--- src/paw_defs.svh ---
`ifndef PAW_DEFS_SVH
`define PAW_DEFS_SVH

// Register indexes; the byte address on the bus is four times the index.
`define PAW_IDX_DUR      8'hE0
`define PAW_IDX_DMA      8'hE4
`define PAW_IDX_AREA     8'hE5
`define PAW_IDX_BASE     8'hE6
`define PAW_IDX_RANGE    8'hE7
`define PAW_IDX_TRAP_A   8'hE8
`define PAW_IDX_TRAP_B   8'hE9
`define PAW_IDX_LP_VAL   8'hEA
`define PAW_IDX_RET_VAL  8'hEB
`define PAW_IDX_WAKE     8'hEE
`define PAW_IDX_PPCTL    8'hF9

// Reset values.
`define PAW_RST_DMA      8'h00
`define PAW_RST_AREA     8'h00
`define PAW_RST_BASE     8'h00
`define PAW_RST_RANGE    8'h00
`define PAW_RST_TRAP     8'h08
`define PAW_RST_LP_VAL   3'h0
`define PAW_RST_RET_VAL  3'h7
`define PAW_RST_PPCTL    8'h40
`define PAW_RST_DUR      3'h0

// Field positions.
`define PAW_DMA_UNUSED   4
`define PAW_AREA_RANGE   7
`define PAW_AREA_VIDMEM  6
`define PAW_AREA_DISP    5
`define PAW_AREA_HDISK   4
`define PAW_AREA_FLOPPY  3
`define PAW_AREA_KBD     2
`define PAW_AREA_LOCAL_DEVICE_CLAIM    1
`define PAW_AREA_LOCAL_MASTER_REQUEST    0
`define PAW_RNG_STRICT   7
`define PAW_RNG_FLAG     3
`define PAW_WAKE_MASTER  7
`define PAW_WAKE_DMA     6
`define PAW_PP_LOAD      6

// Idle countdown durations in seconds.
`define PAW_DUR_0        14'h000F
`define PAW_DUR_1        14'h0078
`define PAW_DUR_2        14'h012C
`define PAW_DUR_3        14'h0384
`define PAW_DUR_4        14'h0708
`define PAW_DUR_5        14'h0A8C
`define PAW_DUR_6        14'h0E10
`define PAW_DUR_7        14'h3840

`endif

--- src/paw_pkg.sv ---
package paw_pkg;

  typedef logic [10:0] paw_sync_t;

  typedef struct packed {
    logic         wait_r;
    logic [7:0]   rdata_r;
    logic [2:0]   dur_sel_r;
    logic [13:0]  dur_sec_r;
    logic [7:0]   dma_en_r;
    logic [7:0]   area_en_r;
    logic [7:0]   base_lo_r;
    logic [7:0]   rng_ctl_r;
    logic         smi_flag_r;
    logic [7:0]   trap_a_r;
    logic [7:0]   trap_b_r;
    logic [2:0]   lp_val_r;
    logic [2:0]   ret_val_r;
    logic         master_wake_en_r;
    logic         dma_wake_en_r;
    logic [1:0]   wake_misc_r;
    logic         wake_flag_r;
    logic [7:0]   ppctl_r;
    paw_sync_t    s1_r;
    paw_sync_t    s2_r;
    paw_sync_t    s3_r;
    paw_sync_t    filt_r;
    logic         reload_r;
    logic         strobe_r;
    logic [2:0]   port_r;
    logic         smi_seen_r;
    logic         remap_r;
    logic         trap_a_hit_r;
    logic         trap_b_hit_r;
  } paw_state_s;

endpackage

--- src/paw_wake_detect.sv ---
`timescale 1ns/1ps
// What this block does
// - Low power DMA reloads; strobes only with enable.
// - Normal state enabled DMA line other than line 4 reloads countdown.
// - Range access wakes in low power, reloads otherwise.
// - Bits 3-2 watch floppy data, keyboard ports.
// - Fixed areas wake in low power, else reload.
// - Device claim wakes in low power, else reload.
// - Master request wakes only with both enables.
// - Range base is ten bits from two registers.
// - Mask code ignores zero to six low bits.
// - Management interrupt flag, cleared by range write, or by a range read that returns bit 3 set.
// - Remap needs active signal, optionally after interrupt.
// - Trap A compares vector number to A9..A2.
// - Trap B likewise; both reset to vector 8.
// - Low power values copied to port on entry.
// - Port latch loads only with load enable.
// - Every wake event reloads and strobes.
// - Duration select maps codes to fixed durations.
// - Wake control bit 6 enables DMA wake.
// - Wake control bit 7 enables master wake.
`include "paw_defs.svh"

module paw_wake_detect (
  input  wire logic        mclk_i,
  input  wire logic        rst_b_i,
  input  wire logic [9:0]  avs_address_i,
  input  wire logic        avs_read_i,
  input  wire logic        avs_write_i,
  input  wire logic [31:0] avs_writedata_i,
  input  wire logic [3:0]  avs_byteenable_i,
  output logic      [31:0] avs_readdata_o,
  output logic             avs_waitrequest_o,
  input  wire logic [7:0]  dma_req_i,
  input  wire logic        local_device_claim_b_i,
  input  wire logic        local_master_request_b_i,
  input  wire logic        mgmt_mode_active_b_i,
  input  wire logic        mgmt_int_i,
  input  wire logic        low_power_state_i,
  input  wire logic        enter_strobe_i,
  input  wire logic        access_io_i,
  input  wire logic        access_mem_i,
  input  wire logic [19:0] access_addr_i,
  output logic             countdown_reload_o,
  output logic             power_port_strobe_o,
  output logic             lowpower_hsync_ctl_o,
  output logic             lowpower_vsync_ctl_o,
  output logic             lowpower_clock_ctl_o,
  output logic             mgmt_remap_o,
  output logic             trap_a_hit_o,
  output logic             trap_b_hit_o,
  output logic      [13:0] idle_duration_sec_o
);

  paw_pkg::paw_state_s s;
  paw_pkg::paw_state_s n;

  logic [10:0] act_now;
  logic [10:0] act_old;
  logic [10:0] rise;
  logic [7:0]  idx;
  logic        acc;
  logic        dma_hit;
  logic        range_hit;
  logic [4:0]  area_hit;
  logic        local_device_claim_hit;
  logic        local_master_request_hit;
  logic        any_normal;
  logic        any_wake;
  logic        wake;
  logic        rng_clr;
  logic        wake_clr;
  logic [9:0]  range_base;
  logic [9:0]  io_a;

  function automatic logic [9:0] paw_cmp_mask(input logic [2:0] code);
    case (code)
      3'h0:    paw_cmp_mask = 10'h3FF;
      3'h1:    paw_cmp_mask = 10'h3FE;
      3'h2:    paw_cmp_mask = 10'h3FC;
      3'h3:    paw_cmp_mask = 10'h3F8;
      3'h4:    paw_cmp_mask = 10'h3F0;
      3'h5:    paw_cmp_mask = 10'h3E0;
      default: paw_cmp_mask = 10'h3C0;
    endcase
  endfunction

  function automatic logic paw_span(input logic [9:0] a,
                                    input logic [9:0] lo,
                                    input logic [9:0] hi);
    paw_span = (a >= lo) && (a <= hi);
  endfunction

  function automatic logic [13:0] paw_dur(input logic [2:0] code);
    case (code)
      3'h0:    paw_dur = `PAW_DUR_0;
      3'h1:    paw_dur = `PAW_DUR_1;
      3'h2:    paw_dur = `PAW_DUR_2;
      3'h3:    paw_dur = `PAW_DUR_3;
      3'h4:    paw_dur = `PAW_DUR_4;
      3'h5:    paw_dur = `PAW_DUR_5;
      3'h6:    paw_dur = `PAW_DUR_6;
      default: paw_dur = `PAW_DUR_7;
    endcase
  endfunction

  always_comb begin
    n = s;
    n.reload_r = 1'b0;
    n.strobe_r = 1'b0;
    n.trap_a_hit_r = 1'b0;
    n.trap_b_hit_r = 1'b0;
    idx = avs_address_i[9:2];
    io_a = access_addr_i[9:0];

    // Three-stage capture; a level counts once stages two and three agree.
    n.s1_r = {mgmt_mode_active_b_i, local_master_request_b_i,
              local_device_claim_b_i, dma_req_i};
    n.s2_r = s.s1_r;
    n.s3_r = s.s2_r;
    n.filt_r = (s.s2_r & ~(s.s2_r ^ s.s3_r)) | (s.filt_r & (s.s2_r ^ s.s3_r));
    act_now = {~n.filt_r[10:8], n.filt_r[7:0]};
    act_old = {~s.filt_r[10:8], s.filt_r[7:0]};
    rise = act_now & ~act_old;

    dma_hit = |(rise[7:0] & s.dma_en_r & ~(8'h01 << `PAW_DMA_UNUSED));
    range_base = {s.rng_ctl_r[1:0], s.base_lo_r};
    range_hit = access_io_i && s.area_en_r[`PAW_AREA_RANGE] &&
                (((io_a ^ range_base) & paw_cmp_mask(s.rng_ctl_r[6:4]))
                 == 10'h000);
    area_hit[4] = access_mem_i && (access_addr_i[19:17] == 3'h5);
    area_hit[3] = access_io_i && paw_span(io_a, 10'h3B0, 10'h3DF);
    area_hit[2] = access_io_i && (paw_span(io_a, 10'h1F0, 10'h1F7) ||
                                  (io_a == 10'h3F6));
    area_hit[1] = access_io_i && (io_a == 10'h3F5);
    area_hit[0] = access_io_i && ((io_a == 10'h060) || (io_a == 10'h064));
    area_hit = area_hit & s.area_en_r[6:2];
    local_device_claim_hit = rise[8] && s.area_en_r[`PAW_AREA_LOCAL_DEVICE_CLAIM];
    local_master_request_hit = rise[9] && s.area_en_r[`PAW_AREA_LOCAL_MASTER_REQUEST];

    any_normal = dma_hit || range_hit || (|area_hit) || local_device_claim_hit || local_master_request_hit;
    any_wake = (dma_hit && s.dma_wake_en_r) || range_hit || (|area_hit) ||
               local_device_claim_hit || (local_master_request_hit && s.master_wake_en_r);
    wake = low_power_state_i && any_wake;

    if (low_power_state_i) begin
      n.reload_r = dma_hit || any_wake;
    end else begin
      n.reload_r = any_normal;
    end
    n.strobe_r = wake || enter_strobe_i;

    if (s.ppctl_r[`PAW_PP_LOAD]) begin
      if (enter_strobe_i) begin
        n.port_r = s.lp_val_r;
      end else if (wake) begin
        n.port_r = s.ret_val_r;
      end
    end

    if (access_mem_i && (access_addr_i[19:10] == 10'h000)) begin
      n.trap_a_hit_r = (access_addr_i[9:2] == s.trap_a_r);
      n.trap_b_hit_r = (access_addr_i[9:2] == s.trap_b_r);
    end

    if (mgmt_int_i) begin
      n.smi_seen_r = 1'b1;
    end else if (rise[10] == 1'b0 && act_now[10] == 1'b0 && act_old[10]) begin
      n.smi_seen_r = 1'b0;
    end
    n.remap_r = act_now[10] &&
                (!s.rng_ctl_r[`PAW_RNG_STRICT] || s.smi_seen_r);

    n.dur_sec_r = paw_dur(s.dur_sel_r);

    // Avalon slave: one wait cycle, then a single accepted edge.
    acc = (avs_read_i || avs_write_i) && !s.wait_r;
    if ((avs_read_i || avs_write_i) && s.wait_r) begin
      n.wait_r = 1'b0;
      case (idx)
        `PAW_IDX_DUR:     n.rdata_r = {5'h00, s.dur_sel_r};
        `PAW_IDX_DMA:     n.rdata_r = s.dma_en_r;
        `PAW_IDX_AREA:    n.rdata_r = s.area_en_r;
        `PAW_IDX_BASE:    n.rdata_r = s.base_lo_r;
        `PAW_IDX_RANGE:   n.rdata_r = {s.rng_ctl_r[7:4], s.smi_flag_r,
                                       1'b0, s.rng_ctl_r[1:0]};
        `PAW_IDX_TRAP_A:  n.rdata_r = s.trap_a_r;
        `PAW_IDX_TRAP_B:  n.rdata_r = s.trap_b_r;
        `PAW_IDX_LP_VAL:  n.rdata_r = {5'h00, s.lp_val_r};
        `PAW_IDX_RET_VAL: n.rdata_r = {5'h00, s.ret_val_r};
        `PAW_IDX_WAKE:    n.rdata_r = {s.wake_flag_r, low_power_state_i,
                                       1'b0, s.wake_misc_r[1], 3'h0,
                                       s.wake_misc_r[0]};
        `PAW_IDX_PPCTL:   n.rdata_r = s.ppctl_r;
        default:          n.rdata_r = 8'h00;
      endcase
    end else if (acc) begin
      n.wait_r = 1'b1;
    end

    if (acc && avs_write_i && avs_byteenable_i[0]) begin
      case (idx)
        `PAW_IDX_DUR:     n.dur_sel_r = avs_writedata_i[2:0];
        `PAW_IDX_DMA:     n.dma_en_r = avs_writedata_i[7:0];
        `PAW_IDX_AREA:    n.area_en_r = avs_writedata_i[7:0];
        `PAW_IDX_BASE:    n.base_lo_r = avs_writedata_i[7:0];
        `PAW_IDX_RANGE:   n.rng_ctl_r = avs_writedata_i[7:0] & 8'hF3;
        `PAW_IDX_TRAP_A:  n.trap_a_r = avs_writedata_i[7:0];
        `PAW_IDX_TRAP_B:  n.trap_b_r = avs_writedata_i[7:0];
        `PAW_IDX_LP_VAL:  n.lp_val_r = avs_writedata_i[2:0];
        `PAW_IDX_RET_VAL: n.ret_val_r = avs_writedata_i[2:0];
        `PAW_IDX_WAKE: begin
          n.master_wake_en_r = avs_writedata_i[`PAW_WAKE_MASTER];
          n.dma_wake_en_r = avs_writedata_i[`PAW_WAKE_DMA];
          n.wake_misc_r = {avs_writedata_i[4], avs_writedata_i[0]};
        end
        `PAW_IDX_PPCTL:   n.ppctl_r = avs_writedata_i[7:0];
        default: begin
        end
      endcase
    end

    rng_clr = acc && (idx == `PAW_IDX_RANGE) &&
              (avs_write_i || s.rdata_r[`PAW_RNG_FLAG]);
    n.smi_flag_r = (s.smi_flag_r && !rng_clr) || mgmt_int_i;
    wake_clr = acc && (idx == `PAW_IDX_WAKE) &&
               (avs_write_i || s.rdata_r[7]);
    n.wake_flag_r = (s.wake_flag_r && !wake_clr) || wake;
  end

  always_ff @(posedge mclk_i or negedge rst_b_i) begin
    if (!rst_b_i) begin
      s <= '0;
      s.wait_r <= 1'b1;
      s.dur_sel_r <= `PAW_RST_DUR;
      s.dur_sec_r <= `PAW_DUR_0;
      s.dma_en_r <= `PAW_RST_DMA;
      s.area_en_r <= `PAW_RST_AREA;
      s.base_lo_r <= `PAW_RST_BASE;
      s.rng_ctl_r <= `PAW_RST_RANGE;
      s.trap_a_r <= `PAW_RST_TRAP;
      s.trap_b_r <= `PAW_RST_TRAP;
      s.lp_val_r <= `PAW_RST_LP_VAL;
      s.ret_val_r <= `PAW_RST_RET_VAL;
      s.ppctl_r <= `PAW_RST_PPCTL;
      s.s1_r <= 11'h700;
      s.s2_r <= 11'h700;
      s.s3_r <= 11'h700;
      s.filt_r <= 11'h700;
      s.port_r <= `PAW_RST_RET_VAL;
    end else begin
      s <= n;
    end
  end

  assign avs_readdata_o = {24'h00_0000, s.rdata_r};
  assign avs_waitrequest_o = s.wait_r;
  assign countdown_reload_o = s.reload_r;
  assign power_port_strobe_o = s.strobe_r;
  assign lowpower_hsync_ctl_o = s.port_r[2];
  assign lowpower_vsync_ctl_o = s.port_r[1];
  assign lowpower_clock_ctl_o = s.port_r[0];
  assign mgmt_remap_o = s.remap_r;
  assign trap_a_hit_o = s.trap_a_hit_r;
  assign trap_b_hit_o = s.trap_b_hit_r;
  assign idle_duration_sec_o = s.dur_sec_r;
endmodule

--- config.mk ---
export PLATFORM = sky130hd
export DESIGN_NAME = paw_wake_detect
export DESIGN_NICKNAME = d
export VERILOG_FILES = /design/src/paw_pkg.sv /design/src/paw_wake_detect.sv
export VERILOG_INCLUDE_DIRS = /design/src
export SDC_FILE = /design/constraint.sdc
export NUM_CORES = 1
export LEC_CHECK = 0
export ABC_AREA = 1
export BUFFER_PORTS_ARGS = -buffer_cell sky130_fd_sc_hd__buf_2
export CAP_MARGIN = 20
export CORE_ASPECT_RATIO = 0.5
export CORE_MARGIN = 2
export CORE_UTILIZATION = 35
export DETAILED_ROUTE_END_ITERATION = 10
export HOLD_SLACK_MARGIN = 0.02
export MAX_ROUTING_LAYER = met4
export SETUP_SLACK_MARGIN = 0.3
export SYNTH_ARGS = -nofsm -noshare
export SYNTH_HDL_FRONTEND = slang
export SYNTH_SLANG_ARGS = --single-unit
--- constraint.sdc ---
create_clock -name mclk_i -period 1.4 [get_ports mclk_i]
set_clock_uncertainty 0.05 [all_clocks]
set_input_delay 0.14 -clock mclk_i [delete_from_list [all_inputs] [get_ports mclk_i]]
set_output_delay 0.14 -clock mclk_i [all_outputs]
set_load 0.01 [all_outputs]
==> impl_metrics.toml, run 1 <==
[floorplan]
fp.dieW_um = 197
die_h_um = 100
num_rows = 35
coreArea_sq_mm = 0.0183
start_util = 0.356
pin_count = 141
die_area_sq_mm = 0.0198

[clock_tree]
root_buffer = "clkbuf_16"
cts_tree = "done"
path_clk_slew_ns = 0.06
cts_inserted_buffers = 17
clk_latency_ns = 0.43
h-tree-depth = 4
clock_sinks = 139
clockBufferDepth = 2

[sta]
setup_viol = 8
final_max_slew_viol_count = 0
fin_crit_sh = 1.14
finalSetupTns_ns = -1.05
whs_ns = 0.00418
fin_crit_ns = 1.60
timing.final.ws_setup_ns = -0.197
worst_pin_slew_ns = 0.664
hold_violations = 0
maxClockFrequency_ghz = 0.626
slew_headroom = 0.557
rsz0062_at_grt = "true"

[drt]
vias_per_cell = 4.81
num_vias = 5855
wirelength_mm = 20.3
post_drt_wl_per_cell_um = 16.6
drtIter0Drc = 381
postRouteAntennaNets = 0
drc_errors = 0
dr.pass1.iters = 5

[global_routing]
grt_pass1_wl_mm = 31.5
grt_start_max_net_pins = 41
grt_pass1_vias = 5597
grt_overflow_total = 0
antenna_found_initial = 0
grtUsageTotal = 0.221

[finish]
final_nets = 1051
synthToLayoutAreaGrowth_pct = 51.1
fin_cells = 1218
finalInstanceArea_sq_mm = 0.00985
mostFrequentLayoutCells = "nand2_1 (126), buf_4 (122), dfrtp_1 (112), buf_2 (77), inv_1 (52)"
diodes = 0
drive_above_1_share = 0.489
nFillCells = 1643
layout_commonest_cell = "nand2_1"

[critical_path]
r2r-start = "range_base[2]$_DFFE_PN0P_"
reg2reg_to = "lowpower_hsync_ctl_o$_DFFE_PN1P_"
cp_data_arrival_time_ns = 1.90
cp_cell_sequence = "or2_4, nand3_1, nand4_1, nand2_1, nand2_1, nand3_1, nand2_2, nand2_4, nand2_4, nand2_1, nand2_1"
crit_path_top_delay_cell = "dfrtp_1"
worst-path-max-fanout = 5
crit_family = "simple AND/OR/NAND/NOR gates"
cpPeakStageDelay_ns = 0.38
start_kind = "register"
rrSetupSlack_ns = -0.20
cp-end-kind = "register"
r2r_cells = 11
critPathKind = "reg2reg"
critPathBufInv = 0
critPathRequiredTime_ns = 1.71
crit_path_frequent_cell = "nand2_1"

[synth]
synth-seq-area-share = 0.538
ys_ff_latch = 139
ys_warn_count = 0
syn_area_sq_mm = 0.00652
synth_edf_count = 0
ys_types = 47
synthFlopType = "dfrtp_1"
syn_area_per_cell_sq_um = 8.94
synthCells = 729
async_flop_share = 1.00

[status]
violations = "negative setup slack"
outcome = "complete, but fails checks"

[placed_design]
io_buffers = 86
place_area_sq_mm = 0.00784
gp_congestion = 0.906
place_inst = 1121
hpwl_mm = 13.2
dp_worst_setup_slack_ns = -0.245

[min_path]
hp-class = "in2reg"
holdPathStages = 4
min_delay_worst_endpoint = "trap_b_hit_o$_DFF_PN0_"
hp-start = "access_addr_i[10]"

[pwr]
pwr_density_cell_mw_per_mm2 = 1030
vdd_ir_drop_max_mv = 0.891
cellLeakagePower_nw = 4.63

[flow_run]
drv_cap = 0
-- logic make-up (layout without fill, tap and decap cells) --
| kind of cell | after synthesis | after routing | synth area share |
|---|---|---|---|
| other cells | 1 | 24 | 0.000575 |
| compound gates | 116 | 116 | 0.103 |
| buf+inv | 132 | 351 | 0.110 |
| xor+xnor | 15 | 15 | 0.0202 |
| fa+ha+maj | 8 | 8 | 0.0123 |
| simple gates | 318 | 325 | 0.216 |
| flops | 139 | 139 | 0.538 |
-- metal layers --
metal	GRT usage	wire length, um	vias up
li1	-	-	2799
met1	0.311	9820	2853
met2	0.329	8990	181
met3	0.0405	1200	22
met4	0.0590	259	0
met5	-	0	-
-- timing repair --
action | CTS | global route
cloned | 9 | 1
hold buffers | 18 | 0
resized for setup | 99 | 102
hold endpoints to repair | 143 | 0
pin swaps | 40 | 46
setup buffers | 20 | 17
setup endpoints to repair | 116 | 119
-- cell type report --
| cell class | count | area, sq um | area share |
|---|---|---|---|
| clock buffer | 21 | 450 | 0.0457 |
| sequential | 139 | 3510 | 0.357 |
| tap | 240 | 300 | 0.0305 |
| timing repair inverter | 1 | 6.26 | 0.000635 |
| inverter | 72 | 285 | 0.0290 |
| multi-input combinational | 488 | 3240 | 0.329 |
| clock inverter | 11 | 145 | 0.0147 |
| timing repair buffer | 246 | 1910 | 0.194 |
-- sequential cells by signal (all words and copies together) (netlist names) --
| register | count |
|---|---|
| mgmt_remap_o | 1 |
| lowpower_clock_ctl_o | 1 |
| power_port_strobe_o | 1 |
| range_base | 10 |
| n | 20 |
| lowpower_hsync_ctl_o | 1 |
| trap_b_hit_o | 1 |
| countdown_reload_o | 1 |
| avs_waitrequest_o | 1 |
| act_old | 7 |
| idle_duration_sec_o | 12 |
| trap_a_hit_o | 1 |
| s | 73 |
| lowpower_vsync_ctl_o | 1 |
| avs_readdata_o | 8 |
-- where the power goes --
| part | internal [mW] | switching [mW] |
|---|---|---|
| registers | 4.18 | 0.0895 |
| logic | 0.521 | 0.636 |
| clock network | 2.85 | 1.82 |
-- worst reg2reg max path: stages (launching register included) --
cell	delay, ns
dfrtp_1	0.38
or2_4	0.23
nand3_1	0.07
nand4_1	0.13
nand2_1	0.11
nand2_1	0.07
nand3_1	0.09
nand2_2	0.12
nand2_4	0.12
nand2_4	0.05
nand2_1	0.05
nand2_1	0.05
-- worst max-delay path by stage --
stage          slack, ns                 startpoint  cells past startpoint                               end
3_5_place_dp       -0.25  range_base[8]$_DFFE_PN0P_                     12  lowpower_hsync_ctl_o$_DFFE_PN1P_
5_1_grt            -0.33         s[107]$_DFFE_PN0P_                     13  lowpower_hsync_ctl_o$_DFFE_PN1P_
2_1_floorplan       0.01  range_base[5]$_DFFE_PN0P_                     11  lowpower_hsync_ctl_o$_DFFE_PN1P_
6_report           -0.20  range_base[2]$_DFFE_PN0P_                     11  lowpower_hsync_ctl_o$_DFFE_PN1P_
3_3_place_gp       -0.24  range_base[8]$_DFFE_PN0P_                     12  lowpower_hsync_ctl_o$_DFFE_PN1P_
4_1_cts            -0.18         s[110]$_DFFE_PN0P_                     13  lowpower_hsync_ctl_o$_DFFE_PN1P_
-- stage by stage --
| step | utilization | total power [mW] |
|---|---|---|
| 6_report | 0.538 | 10.1 |
| 5_1_grt | 0.538 | 10.5 |
| 4_1_cts | 0.509 | 10.0 |
| 3_5_place_dp | 0.428 | 5.17 |
| 3_3_place_gp | 0.428 | 5.15 |
| 2_1_floorplan | - | 4.74 |
-- synthesized netlist by cell type (all sizes together) (3+ instances only) --
master | count | share of area
clkbuf | 3 | 0.0019
dfrtp | 114 | 0.44
nand4 | 13 | 0.012
o22ai | 4 | 0.0038
nor2 | 52 | 0.030
maj3 | 8 | 0.012
a22o | 3 | 0.0054
dfstp | 25 | 0.10
buf | 57 | 0.065
a21oi | 13 | 0.011
o21ai | 86 | 0.071
inv | 69 | 0.040
nor3 | 14 | 0.016
xnor2 | 13 | 0.017
nand2 | 202 | 0.12
clkinv | 3 | 0.0025
nand3 | 31 | 0.027
Note: power is estimated with default switching activity, not from simulation.
==> inputs of run 2 (changes only) <==
--- a/config.mk
+++ b/config.mk
@@ -11,7 +11,7 @@
 export CAP_MARGIN = 20
 export CORE_ASPECT_RATIO = 0.5
 export CORE_MARGIN = 2
-export CORE_UTILIZATION = 35
+export CORE_UTILIZATION = 40
 export DETAILED_ROUTE_END_ITERATION = 10
 export HOLD_SLACK_MARGIN = 0.02
 export MAX_ROUTING_LAYER = met4
==> impl_metrics.toml, run 2 (same netlist as run 1, synthesis figures left out) <==
[finish]
diodes = 0
drive_above_1_share = 0.499
layout_commonest_cell = "buf_4"
synthToLayoutAreaGrowth_pct = 53.0
final_nets = 1061
mostFrequentLayoutCells = "buf_4 (123), nand2_1 (118), dfrtp_1 (110), buf_2 (72), nand2_2 (61)"
largest_register = "s"
fin_cells = 1209
finalInstanceArea_sq_mm = 0.00997
largest_reg_flops = 73

[critical_path]
cp-end-kind = "register"
critPathRequiredTime_ns = 1.67
critPathKind = "reg2reg"
reg2reg_to = "power_port_strobe_o$_DFF_PN0_"
rrSetupSlack_ns = -0.19
r2r_cells = 11
r2r-start = "s[110]$_DFFE_PN0P_"
cp_data_arrival_time_ns = 1.86
worst-path-max-fanout = 5
start_kind = "register"

[min_path]
holdPathStages = 3
hp-start = "low_power_state_i"
hp-class = "in2reg"
min_delay_worst_endpoint = "s[61]$_DFF_PN0_"

[global_routing]
grt_overflow_total = 0
grtUsageTotal = 0.244
antenna_found_initial = 0
grt_start_max_net_pins = 41
grt_pass1_wl_mm = 30.5
grt_pass1_vias = 5652

[clock_tree]
clockBufferDepth = 2
clock_sinks = 139
cts_hold_buf = 16
h-tree-depth = 4
cts_inserted_buffers = 17
root_buffer = "clkbuf_16"
path_clk_slew_ns = 0.06
cts_tree = "done"
clk_latency_ns = 0.43

[placed_design]
place_inst = 1111
gp_congestion = 0.940
hpwl_mm = 13.0
place_area_sq_mm = 0.00795
io_buffers = 86

[sta]
whs_ns = -0.00275
timing.final.ws_setup_ns = -0.192
worst_pin_slew_ns = 0.676
slew_headroom = 0.549
rsz0062_at_grt = "true"
setup_viol = 57
final_max_slew_viol_count = 0
maxClockFrequency_ghz = 0.628
fin_crit_ns = 1.59
fin_crit_sh = 1.14
hold_violations = 1

[floorplan]
start_util = 0.416
coreArea_sq_mm = 0.0157
die_area_sq_mm = 0.0174
die_h_um = 94.3
fp.dieW_um = 185
num_rows = 32
pin_count = 141

[status]
outcome = "complete, but fails checks"
violations = "negative hold slack, negative setup slack"

[pwr]
pwr_density_cell_mw_per_mm2 = 1010
cellLeakagePower_nw = 4.71
vdd_ir_drop_max_mv = 0.842

[drt]
wirelength_mm = 20.1
dr.pass1.iters = 5
vias_per_cell = 4.92
num_vias = 5946
drtIter0Drc = 480
postRouteAntennaNets = 0
post_drt_wl_per_cell_um = 16.7
drc_errors = 0

[flow_run]
drv_cap = 0
run 2: per-stage QoR:
stage | TNS (ns) | util | total power, mW | setup slack [ns] | hold slack (ns)
final | -2.63 | 0.637 | 10.0 | -0.192 | -0.00275
after global routing | -5.71 | 0.637 | 10.4 | -0.337 | -0.00284
after CTS | -0.850 | 0.601 | 9.93 | -0.183 | -0.0124
after detailed placement | -7.71 | 0.508 | 5.19 | -0.293 | 0.0623
after global placement | -6.36 | 0.508 | 5.18 | -0.257 | 0.0599
after floorplan | 0 | - | 4.74 | 0.0147 | -0.206
run 2: metal layers:
layer  vias up  track usage  share of wire
met3        46       0.0539          0.072
li1       2809            -              -
met4         0       0.0873          0.027
met2       240        0.367           0.45
met1      2851        0.327           0.45
met5         -            -              0
run 2: where the power goes:
group          switching, mW  internal, mW  total [mW]  leakage [nW]
logic                  0.664         0.589        1.25          2.67
clock network           1.99          2.51        4.50         0.281
registers             0.0891          4.18        4.27          1.76
run 2: area by class of cell:
class | count | area (sq um)
clock buffers | 17 | 425
clock inverters | 15 | 154
fillers | 1229 | 5680
inverters | 72 | 285
multi-input cells | 488 | 3200
flip-flops and latches | 139 | 3510
well taps | 221 | 277
repair buffers | 256 | 2110
repair inverters | 1 | 8.76
run 2: how the worst max path moves through the flow:
stage               cells past startpoint                          endpoint                      start
global placement                       12  lowpower_clock_ctl_o$_DFFE_PN1P_  range_base[8]$_DFFE_PN0P_
global route                           13  lowpower_hsync_ctl_o$_DFFE_PN1P_         s[115]$_DFFE_PN0P_
finish                                 11     power_port_strobe_o$_DFF_PN0_         s[110]$_DFFE_PN0P_
floorplan                              11  lowpower_hsync_ctl_o$_DFFE_PN1P_  range_base[5]$_DFFE_PN0P_
CTS                                    13  lowpower_clock_ctl_o$_DFFE_PN1P_         s[110]$_DFFE_PN0P_
detailed placement                      8     avs_readdata_o[4]$_DFFE_PN0P_           avs_address_i[6]
run 2: worst max-delay path, stage by stage, from the launching register on:
cell and delay (ns):
dfrtp_1 0.39, inv_2 0.07, nor2_1 0.04, nand2_1 0.05
nor2_1 0.04, nor2_1 0.12, nand2_2 0.08, a21oi_4 0.19
nand3_2 0.11, nand2_4 0.13, nand2_4 0.08, buf_4 0.14
run 2: what timing repair did:
item	CTS	global route
cloned	8	2
pin swaps	40	49
resized for setup	109	100
setup buffers	22	18
endpoints found under the setup margin	116	119
endpoints found under the hold margin	146	1
